**src/cbde_pkg.sv**
```systemverilog
// Package for the compare/decimal-adjust/decrement execution block
// Assumes a four-phase instruction cycle driven by the core sequencer
package cbde_pkg;
   localparam logic [3:0] OPC_HI_CMP   = 4'h6;   // Compare-skip-less upper nibble
   localparam logic [2:0] OPC_CMP_LT   = 3'h0;   // Bits 11:9 of compare-skip-less
   localparam logic [5:0] OPC_DEC_HI   = 6'h01;  // Bits 15:10 of decrement
   localparam logic [15:0] OPC_DAA     = 16'h0007;
   localparam int          BIT_A       = 8;
   localparam int          BIT_D       = 9;
   localparam logic [3:0]  BCD_LIMIT   = 4'h9;
   localparam logic [3:0]  BCD_FIX     = 4'h6;
   localparam logic [7:0]  ACCESS_SPLIT = 8'h80; // Access bank low half is bank 0
   localparam logic [3:0]  ACCESS_HI_BANK = 4'hF;
   localparam logic [7:0]  ACC_RST     = 8'h00;
   localparam logic [3:0]  BANK_RST    = 4'h0;
   localparam logic [1:0]  PH_Q1 = 2'h0;
   localparam logic [1:0]  PH_Q2 = 2'h1;
   localparam logic [1:0]  PH_Q3 = 2'h2;
   localparam logic [1:0]  PH_Q4 = 2'h3;
   typedef enum logic [1:0] {CBDE_EXEC, CBDE_FLUSH1, CBDE_FLUSH2} cbde_state_t;
endpackage

```
**src/cbde_exec.sv**
```systemverilog
// Execution logic for compare-skip-less, decimal adjust and decrement
// Assumes data memory answers reads combinationally within the Q4 phase
`timescale 1ns/1ps
module cbde_exec (
   input  wire logic        ref_clk,
   input  wire logic        rstn,
   input  wire logic        clk_en,
   input  wire logic [1:0]  q_phase,
   input  wire logic        instr_valid,
   input  wire logic [15:0] instr_word,
   input  wire logic        next_is_two_word,
   input  wire logic [7:0]  mem_rdata,
   input  wire logic        bank_wr,
   input  wire logic [3:0]  bank_wdata,
   output logic      [11:0] mem_addr,
   output logic             mem_we,
   output logic      [7:0]  mem_wdata,
   output logic      [7:0]  accumulator_register,
   output logic      [3:0]  bank_select_register,
   output logic             carry_flag,
   output logic             digit_carry_flag,
   output logic             negative_flag,
   output logic             overflow_flag,
   output logic             zero_flag,
   output logic             flush_fetch,
   output logic             nop_cycle
);
   cbde_pkg::cbde_state_t state_reg, state_next;
   logic [7:0] acc_reg, acc_next, wdat_reg, wdat_next;
   logic [3:0] bank_reg, bank_next;
   logic       we_reg, we_next;
   logic [11:0] addr_reg, addr_next;
   logic [4:0] flags_reg, flags_next; // C DC N OV Z
   logic       is_cmp, is_dec, is_daa, exec;
   logic [7:0] dec_val, daa_val;
   logic [3:0] lo_adj;
   logic [4:0] hi_sum;
   logic       lo_fix, hi_fix;
   logic [11:0] addr_comb;

   assign exec   = clk_en && instr_valid && state_reg == cbde_pkg::CBDE_EXEC;
   assign is_cmp = instr_word[15:12] == cbde_pkg::OPC_HI_CMP && instr_word[11:9] == cbde_pkg::OPC_CMP_LT;
   assign is_dec = instr_word[15:10] == cbde_pkg::OPC_DEC_HI;
   assign is_daa = instr_word == cbde_pkg::OPC_DAA;

   // Addressing: access bank splits low general registers and high special registers
   always_comb begin
      if (!instr_word[cbde_pkg::BIT_A]) begin
         if (instr_word[7:0] < cbde_pkg::ACCESS_SPLIT)
            addr_comb = {4'h0, instr_word[7:0]};
         else
            addr_comb = {cbde_pkg::ACCESS_HI_BANK, instr_word[7:0]};
      end else begin
         addr_comb = {bank_reg, instr_word[7:0]};
      end
   end

   // Decrement: add 0xFF so carry means no borrow
   logic [8:0] dec_full;
   logic [4:0] dec_low;
   assign dec_full = {1'b0, mem_rdata} + 9'h0FF;
   assign dec_low  = {1'b0, mem_rdata[3:0]} + 5'h0F;
   assign dec_val  = dec_full[7:0];

   // Decimal adjust
   assign lo_fix = acc_reg[3:0] > cbde_pkg::BCD_LIMIT || flags_reg[3];
   assign lo_adj = lo_fix ? acc_reg[3:0] + cbde_pkg::BCD_FIX : acc_reg[3:0];
   assign hi_sum = {1'b0, acc_reg[7:4]} + {4'h0, flags_reg[3]};
   assign hi_fix = hi_sum > {1'b0, cbde_pkg::BCD_LIMIT} || flags_reg[4];
   logic [4:0] hi_res;
   assign hi_res = hi_fix ? hi_sum + {1'b0, cbde_pkg::BCD_FIX} : hi_sum;
   assign daa_val = {hi_res[3:0], lo_adj};

   always_comb begin
      state_next = state_reg;
      acc_next   = acc_reg;
      bank_next  = bank_reg;
      flags_next = flags_reg;
      we_next    = clk_en ? 1'b0 : we_reg;
      wdat_next  = wdat_reg;
      addr_next  = addr_reg;
      if (clk_en) begin
         if (bank_wr)
            bank_next = bank_wdata;
         if (q_phase == cbde_pkg::PH_Q4) begin
            case (state_reg)
               cbde_pkg::CBDE_EXEC: begin
                  if (instr_valid && is_cmp && mem_rdata < acc_reg)
                     state_next = next_is_two_word ? cbde_pkg::CBDE_FLUSH2 : cbde_pkg::CBDE_FLUSH1;
                  else if (instr_valid && is_daa) begin
                     acc_next      = daa_val;
                     flags_next[4] = hi_res[4] | flags_reg[4];
                  end else if (instr_valid && is_dec) begin
                     flags_next = {dec_full[8], dec_low[4], dec_val[7],
                                   mem_rdata == 8'h80, dec_val == 8'h00};
                     if (!instr_word[cbde_pkg::BIT_D])
                        acc_next = dec_val;
                     else begin
                        we_next   = 1'b1;
                        wdat_next = dec_val;
                        addr_next = addr_comb;
                     end
                  end
               end
               cbde_pkg::CBDE_FLUSH2: state_next = cbde_pkg::CBDE_FLUSH1;
               cbde_pkg::CBDE_FLUSH1: state_next = cbde_pkg::CBDE_EXEC;
               default: state_next = cbde_pkg::CBDE_EXEC;
            endcase
         end
      end
   end

   always_ff @(posedge ref_clk or negedge rstn) begin
      if (!rstn) begin
         state_reg <= cbde_pkg::CBDE_EXEC;
         acc_reg   <= cbde_pkg::ACC_RST;
         bank_reg  <= cbde_pkg::BANK_RST;
         flags_reg <= 5'h00;
         we_reg    <= 1'b0;
         wdat_reg  <= 8'h00;
         addr_reg  <= 12'h000;
      end else begin
         state_reg <= state_next;
         acc_reg   <= acc_next;
         bank_reg  <= bank_next;
         flags_reg <= flags_next;
         we_reg    <= we_next;
         wdat_reg  <= wdat_next;
         addr_reg  <= addr_next;
      end
   end

   // Read address is live so data arrives by Q4; write address is held for the write pulse
   assign mem_addr  = we_reg ? addr_reg : addr_comb;
   assign mem_we    = we_reg;
   assign mem_wdata = wdat_reg;
   assign accumulator_register = acc_reg;
   assign bank_select_register = bank_reg;
   assign {carry_flag, digit_carry_flag, negative_flag, overflow_flag, zero_flag} = flags_reg;
   assign nop_cycle   = state_reg != cbde_pkg::CBDE_EXEC;
   assign flush_fetch = exec && q_phase == cbde_pkg::PH_Q4 && is_cmp && mem_rdata < acc_reg;

   // Taken-instruction decodes shared by the checks below
   logic q4_take, take_cmp, take_skip, take_daa, take_dec;
   assign q4_take   = exec && q_phase == cbde_pkg::PH_Q4;
   assign take_cmp  = q4_take && is_cmp;
   assign take_skip = take_cmp && mem_rdata < acc_reg;
   assign take_daa  = q4_take && is_daa;
   assign take_dec  = q4_take && is_dec;
endmodule

```
**config.mk**
```make
export PLATFORM = sky130hd
export DESIGN_NAME = cbde_exec
export DESIGN_NICKNAME = d
export VERILOG_FILES = /design/src/cbde_pkg.sv /design/src/cbde_exec.sv
export SDC_FILE = /design/constraint.sdc
export NUM_CORES = 1
export LEC_CHECK = 0
export BUFFER_PORTS_ARGS = -buffer_cell sky130_fd_sc_hd__buf_2
export CAP_MARGIN = 10
export CORE_UTILIZATION = 50
export CTS_CLUSTER_DIAMETER = 100
export DETAILED_ROUTE_END_ITERATION = 8
export HOLD_SLACK_MARGIN = 0.03
export PLACE_DENSITY = 0.78
export SKIP_LAST_GASP = 1
export SYNTH_ARGS = -nofsm -noshare
export SYNTH_HDL_FRONTEND = slang
export SYNTH_SLANG_ARGS = --single-unit
export TNS_END_PERCENT = 20
```
**constraint.sdc**
```tcl
create_clock -name ref_clk -period 6.05 [get_ports ref_clk]
set_input_delay 0.605 -clock ref_clk [delete_from_list [all_inputs] [get_ports ref_clk]]
set_output_delay 0.605 -clock ref_clk [all_outputs]
set_load 0.005 [all_outputs]
```
==> results of run 1 <==
## cell type report
| cell class | count | share of cell area |
|---|---|---|
| clock inverters | 2 | 0.00417 |
| repair buffers | 75 | 0.125 |
| flip-flops and latches | 40 | 0.333 |
| inverters | 14 | 0.0175 |
| well taps | 67 | 0.0279 |
| multi-input cells | 180 | 0.469 |
| clock buffers | 5 | 0.0229 |
## logic make-up (layout without fill, tap and decap cells)
family,count (synthesis),count (layout),share of synthesized area
mux,37,37,0.167
compound gates,45,45,0.138
buf+inv,18,96,0.0273
simple gates,76,76,0.166
fa+ha+maj,13,13,0.0657
xor+xnor,9,9,0.0318
flops,40,40,0.404
## final timing paths
path / startpoint / depth (start not counted) / endpoint
max: accumulator_register[6]$_DFFE_PN0P_ / 7 / flush_fetch
min: rstn / 1 / accumulator_register[3]$_DFFE_PN0P_
max reg2reg: accumulator_register[6]$_DFFE_PN0P_ / 7 / accumulator_register[5]$_DFFE_PN0P_
min reg2reg: mem_wdata[0]$_DFFE_PN0P_ / 2 / mem_wdata[0]$_DFFE_PN0P_
max in group asynchronous: rstn / 1 / state_reg[1]$_DFFE_PN0P_
min in group ref_clk: mem_wdata[0]$_DFFE_PN0P_ / 2 / mem_wdata[0]$_DFFE_PN0P_
## metrics by stage
step / hold slack, ps / power, µW
after CTS: 455 / 542
final: 415 / 537
after floorplan: 309 / 325
after global placement: 461 / 368
after global routing: 496 / 561
after detailed placement: 472 / 370
## per-layer routing
layer  wire length, µm  global-route usage  vias up
met5                 0                   0        -
li1                  -                   -     1025
met3               284              0.0597       10
met2              2720               0.376       52
met1              2670               0.315     1009
met4               108              0.0741        0
## worst reg2reg max path: stages, from the launching register on
cell      delay [ps]
dfrtp_1          500
inv_1            120
ha_1             290
nand2_1           70
or3_2            490
o221ai_2         450
nand2_4          140
mux2_4           320
## power by group through the flow
stage	Sequential, µW	Clock (µW)	Combinational, µW
floorplan	286	0	39.0
global placement	286	0	81.8
detailed placement	286	0	84.1
CTS	281	177	84.5
global route	282	186	93.5
finish	281	172	83.9
## cells in the final DEF (no fill, tap or decap), types with 2 or more instances in the layout
cell	count
a2bb2oi_1	3
or2_2	2
o31ai_1	2
and3b_1	2
and3_1	2
xor2_1	3
xnor2_1	6
o41ai_1	2
nand2b_1	3
inv_1	14
nand4_1	2
nor3_1	6
clkbuf_8	5
mux2i_1	5
o211ai_1	4
mux2_2	31
nor4_1	3
nor2_1	6
buf_2	75
nand3_1	5
a32o_1	2
dfrtp_1	40
o21ai_0	13
nand2_1	32
o22ai_1	3
and2_1	2
a21oi_1	3
ha_1	13
nor3b_1	2
==> impl_metrics.yaml, run 1 <==
synthesis:
  synth-main-ff-cell: "dfrtp_1"
  ys_ff_latch: 40
  synthCells: 238
  yosysMostFrequentCell: "dfrtp_1"
  synth_edf_count: 0
  yosys.area.top_type: "dfrtp_1"
  yosys-top-cells-area: "dfrtp_1 40%, mux2_2 14%, ha_1 6.6%"
  yosys_warnings: 0
  syn_area_per_cell_um2: 10.4
  ys_types: 51
  synthesis.area_um2: 2480
  synthTopCellsByCount: "40 x dfrtp_1, 32 x nand2_1, 31 x mux2_2"
  ys_seq_area_frac: 0.404
  synth_nets: 287
  async_flop_share: 1.00
  netlist.area_leader.share: 0.404
sta:
  fmax_ghz: 0.327
  fin_crit_ps: 3060
  hold_violations: 0
  worst_pin_slew_ps: 874
  grt_setup_unrepaired: "false"
  setup_slack_ps: 2990
  min_period_over_period: 0.506
  fin_tns_setup_ps: 0
  finClkSkew_ps: 7.20
  report.final.slew_viol_count: 0
  setup_viol: 0
  slew_headroom: 0.417
grt:
  grt_overflow: 0
  grtUsageTotal: 0.235
  first_global_vias: 2006
  grt_max_degree: 41
  grt_pass1_wl_um: 9400
  antenna_found_initial: 0
finish:
  area_growth_pct: 21.2
  utilization: 0.632
  largest_register_ffs: 12
  final_area_um2: 3000
  multi_input_area_um2: 1410
  antennaDiodeCount: 0
  nFillCells: 417
  layoutNonFillerInstCount: 383
  post_route_cells_drive_above_1_share: 0.399
  regArea_um2: 1000
  nets: 365
setup_path:
  regToRegSetupSlack_ps: 3560
  cp-start-kind: "register"
  cp.required_ps: 5440
  cp_cell_sequence: "inv_1 -> ha_1 -> nand2_1 -> or3_2 -> o221ai_2 -> nor2_1 -> buf_2"
  critPathKind: "reg2out"
  critPathSlowestCell: "dfrtp_1"
  crit_family: "simple AND/OR/NAND/NOR gates"
  cp_slowest_stage_delay_ps: 500
  worstPathArrival_ps: 2460
  critPathMaxFanout: 9
  cp-end-kind: "output pin"
  crit_buf_inv: 2
power_and_ir_drop:
  p_switching_uw: 145
  combPwrFrac: 0.156
  p_clk_frac: 0.321
  pwr-share-seq: 0.523
  p_per_area_nw_per_um2: 179
  sw_frac_of_total: 0.270
  vdd_drop_max_mv: 0.166
  leakage_uw: 0.00151
  p_int_uw: 392
clock_network:
  cts_root_buf: "clkbuf_8"
  cts_sinks: 40
  clk_path_buf_depth: 2
  numCtsBuffers: 5
  cts_hold_buffers: 0
  clk_latency_ps: 290
  cts.clk_slew.worst_paths_ps: 80
  ctsHtreeMaxLevel: 2
  post_cts_resized: 0
  cts_tree: "built"
  cts_setup_buffers: 0
routing:
  drtIter0Drc: 77
  ant_nets: 0
  wl_per_cell_um: 15.1
  vias: 2096
  drt_wl_total_um: 5790
  dr.pass1.iters: 4
  vias_per_cell: 5.47
  drc: 0
placed_design:
  place_area_um2: 2920
  place_hpwl_um: 4540
  place_inst: 376
  dpl_worst_slack_ps: 3160
  gp_congestion: 0.870
  portBuffers: 75
die:
  rows: 25
  die_area_um2: 5240
  dieWidth_um: 72.4
  start_util: 0.521
  coreArea_um2: 4750
  ios: 76
  dieHeight_um: 72.4
hold_path:
  hold_class: "in2async"
status:
  status: "finished clean"
run:
  drv_cap: 0
No activity file was read; power rests on OpenSTA's default activity.
==> inputs of run 2 (changes only) <==
--- a/config.mk
+++ b/config.mk
@@ -7,11 +7,11 @@
 export LEC_CHECK = 0
 export BUFFER_PORTS_ARGS = -buffer_cell sky130_fd_sc_hd__buf_2
 export CAP_MARGIN = 10
-export CORE_UTILIZATION = 50
+export CORE_UTILIZATION = 47
 export CTS_CLUSTER_DIAMETER = 100
 export DETAILED_ROUTE_END_ITERATION = 8
 export HOLD_SLACK_MARGIN = 0.03
-export PLACE_DENSITY = 0.78
+export PLACE_DENSITY = 0.77
 export SKIP_LAST_GASP = 1
 export SYNTH_ARGS = -nofsm -noshare
 export SYNTH_HDL_FRONTEND = slang
==> constraint.sdc (replaced) <==
create_clock -name ref_clk -period 2.8 [get_ports ref_clk]
set_input_delay 0.28 -clock ref_clk [delete_from_list [all_inputs] [get_ports ref_clk]]
set_output_delay 0.28 -clock ref_clk [all_outputs]
set_load 0.005 [all_outputs]
==> run 2 against run 1 <==
First-iteration DRC count up 83%. Sequential share of layout area shrank 0.48 points. Clock skew is 1.5 ps lower. Flip-flop and latch count unchanged. Die area up 6.2%. Final cell count up 1.6%. Cell area rose by 1.5%. Combinational power grew 120%. Total power is 120% higher. Highest routed layer unchanged.
==> impl_metrics.yaml, run 2 (same netlist as run 1, synthesis figures left out) <==
sta:
  fmax_ghz: 0.380
  fin_tns_setup_ps: 0
  slew_headroom: 0.408
  finClkSkew_ps: 5.69
  worst_pin_slew_ps: 888
  hold_violations: 0
  report.final.slew_viol_count: 0
  fin_crit_ps: 2630
  min_period_over_period: 0.939
  setup_viol: 0
clock_network:
  cts_setup_buffers: 0
  cts_hold_buffers: 0
  ctsHtreeMaxLevel: 2
  post_cts_resized: 0
  cts_sinks: 40
  cts_tree: "built"
  clk_path_buf_depth: 2
  clk_latency_ps: 300
  cts_root_buf: "clkbuf_8"
  cts.clk_slew.worst_paths_ps: 80
  numCtsBuffers: 5
setup_path:
  critPathKind: "reg2out"
  critPathMaxFanout: 9
  cp.required_ps: 2520
  critPathSlowestCell: "or3_2"
  crit_start: "accumulator_register[7]$_DFFE_PN0P_"
  regToRegSetupSlack_ps: 430
  crit_path_end: "flush_fetch"
  cp-end-kind: "output pin"
  r2r-start: "accumulator_register[7]$_DFFE_PN0P_"
  worstPathArrival_ps: 2350
  reg2reg_to: "accumulator_register[5]$_DFFE_PN0P_"
  cp_slowest_stage_delay_ps: 510
  cp_cell_sequence: "inv_1 -> ha_1 -> nand2_1 -> or3_2 -> o221ai_4 -> nor2_1 -> buf_2"
  reg2reg_depth: 7
  cp-start-kind: "register"
placed_design:
  portBuffers: 75
  gp_congestion: 0.869
  place_hpwl_um: 4650
finish:
  layout_commonest_cell: "buf_2"
  antennaDiodeCount: 0
  mostFrequentLayoutCells: "75 x buf_2, 40 x dfrtp_1, 32 x nand2_1"
  post_route_cells_drive_above_1_share: 0.408
  nFillCells: 445
  area_growth_pct: 23.0
  nets: 368
  utilization: 0.597
  largest_register_ffs: 12
power_and_ir_drop:
  design_power_total_uw: 1160
  combPwrFrac: 0.157
  sw_frac_of_total: 0.270
  vdd_drop_max_mv: 0.282
  p_switching_uw: 314
  leakage_uw: 0.00152
  p_per_area_nw_per_um2: 381
  p_clk_frac: 0.320
  pwr-share-seq: 0.523
  p_int_uw: 847
die:
  die_area_um2: 5570
  dieHeight_um: 74.6
  rows: 26
  start_util: 0.485
  ios: 76
  coreArea_um2: 5110
  dieWidth_um: 74.6
hold_path:
  hold_class: "in2async"
grt:
  grtUsageTotal: 0.237
  antenna_found_initial: 0
  grt_pass1_wl_um: 9770
  grt_max_degree: 41
  grt_overflow: 0
  first_global_vias: 2077
routing:
  drt_wl_total_um: 6090
  vias: 2092
  ant_nets: 0
  drc: 0
  dr.pass1.iters: 5
  vias_per_cell: 5.38
  wl_per_cell_um: 15.6
  drtIter0Drc: 141
run:
  drv_cap: 0
status:
  status: "finished clean"
## run 2: layout make-up
type | instances | area, µm² | area share
Clock buffer | 5 | 68.8 | 0.0226
Clock inverter | 2 | 12.5 | 0.00411
Multi-Input combinational cell | 180 | 1430 | 0.468
Sequential cell | 40 | 1000 | 0.329
Timing Repair Buffer | 78 | 398 | 0.131
Inverter | 14 | 52.6 | 0.0172
Tap cell | 70 | 87.6 | 0.0287
## run 2: critical path: cells and delay by family, from the launching register on
kind | cells | cell delay [ps]
flip-flops | 1 | 460
buffers and inverters | 2 | 270
adder cells (fa/ha/maj) | 1 | 310
AND/OR/NAND/NOR | 3 | 700
AO/OA/AOI/OAI | 1 | 310
## run 2: layer usage
metal,global-route usage,share of wire,vias to the layer above
li1,-,-,1031
met1,0.314,0.46,993
met4,0.0839,0.013,0
met3,0.0556,0.049,9
met5,0,0,-
met2,0.381,0.48,59
## run 2: worst min path at each step
| stage | slack [ps] | end | cells after the start | start |
|---|---|---|---|---|
| 2_1_floorplan | -20 | asynchronous set/reset pin | 0 | rstn |
| 3_3_place_gp | 450 | accumulator_register[5]$_DFFE_PN0P_ | 1 | rstn |
| 3_5_place_dp | 460 | accumulator_register[3]$_DFFE_PN0P_ | 1 | rstn |
| 4_1_cts | 140 | bank_select_register[0]$_DFFE_PN0P_ | 1 | rstn |
| 5_1_grt | 180 | flags_reg[2]$_DFFE_PN0P_ | 1 | rstn |
| 6_report | 100 | accumulator_register[7]$_DFFE_PN0P_ | 1 | rstn |
## run 2: per-stage QoR
| stage | area, µm² | worst slack, ps | instances | hold WS (ps) |
|---|---|---|---|---|
| after floorplan | 2480 | 438 | 238 | -15.6 |
| after global placement | 2950 | 430 | 382 | 450 |
| after detailed placement | 2950 | 346 | 382 | 458 |
| after CTS | 3030 | 75.6 | 389 | 136 |
| after global routing | 3050 | -5.30 | 389 | 185 |
| final | 3050 | 170 | 389 | 100 |
## run 2: power by group through the flow
stage	Sequential, µW	Combinational (µW)	Clock, µW
after floorplan	617	84.3	0
after global placement	618	178	0
after detailed placement	619	181	0
after CTS	607	183	381
after global routing	610	205	401
final	607	182	371
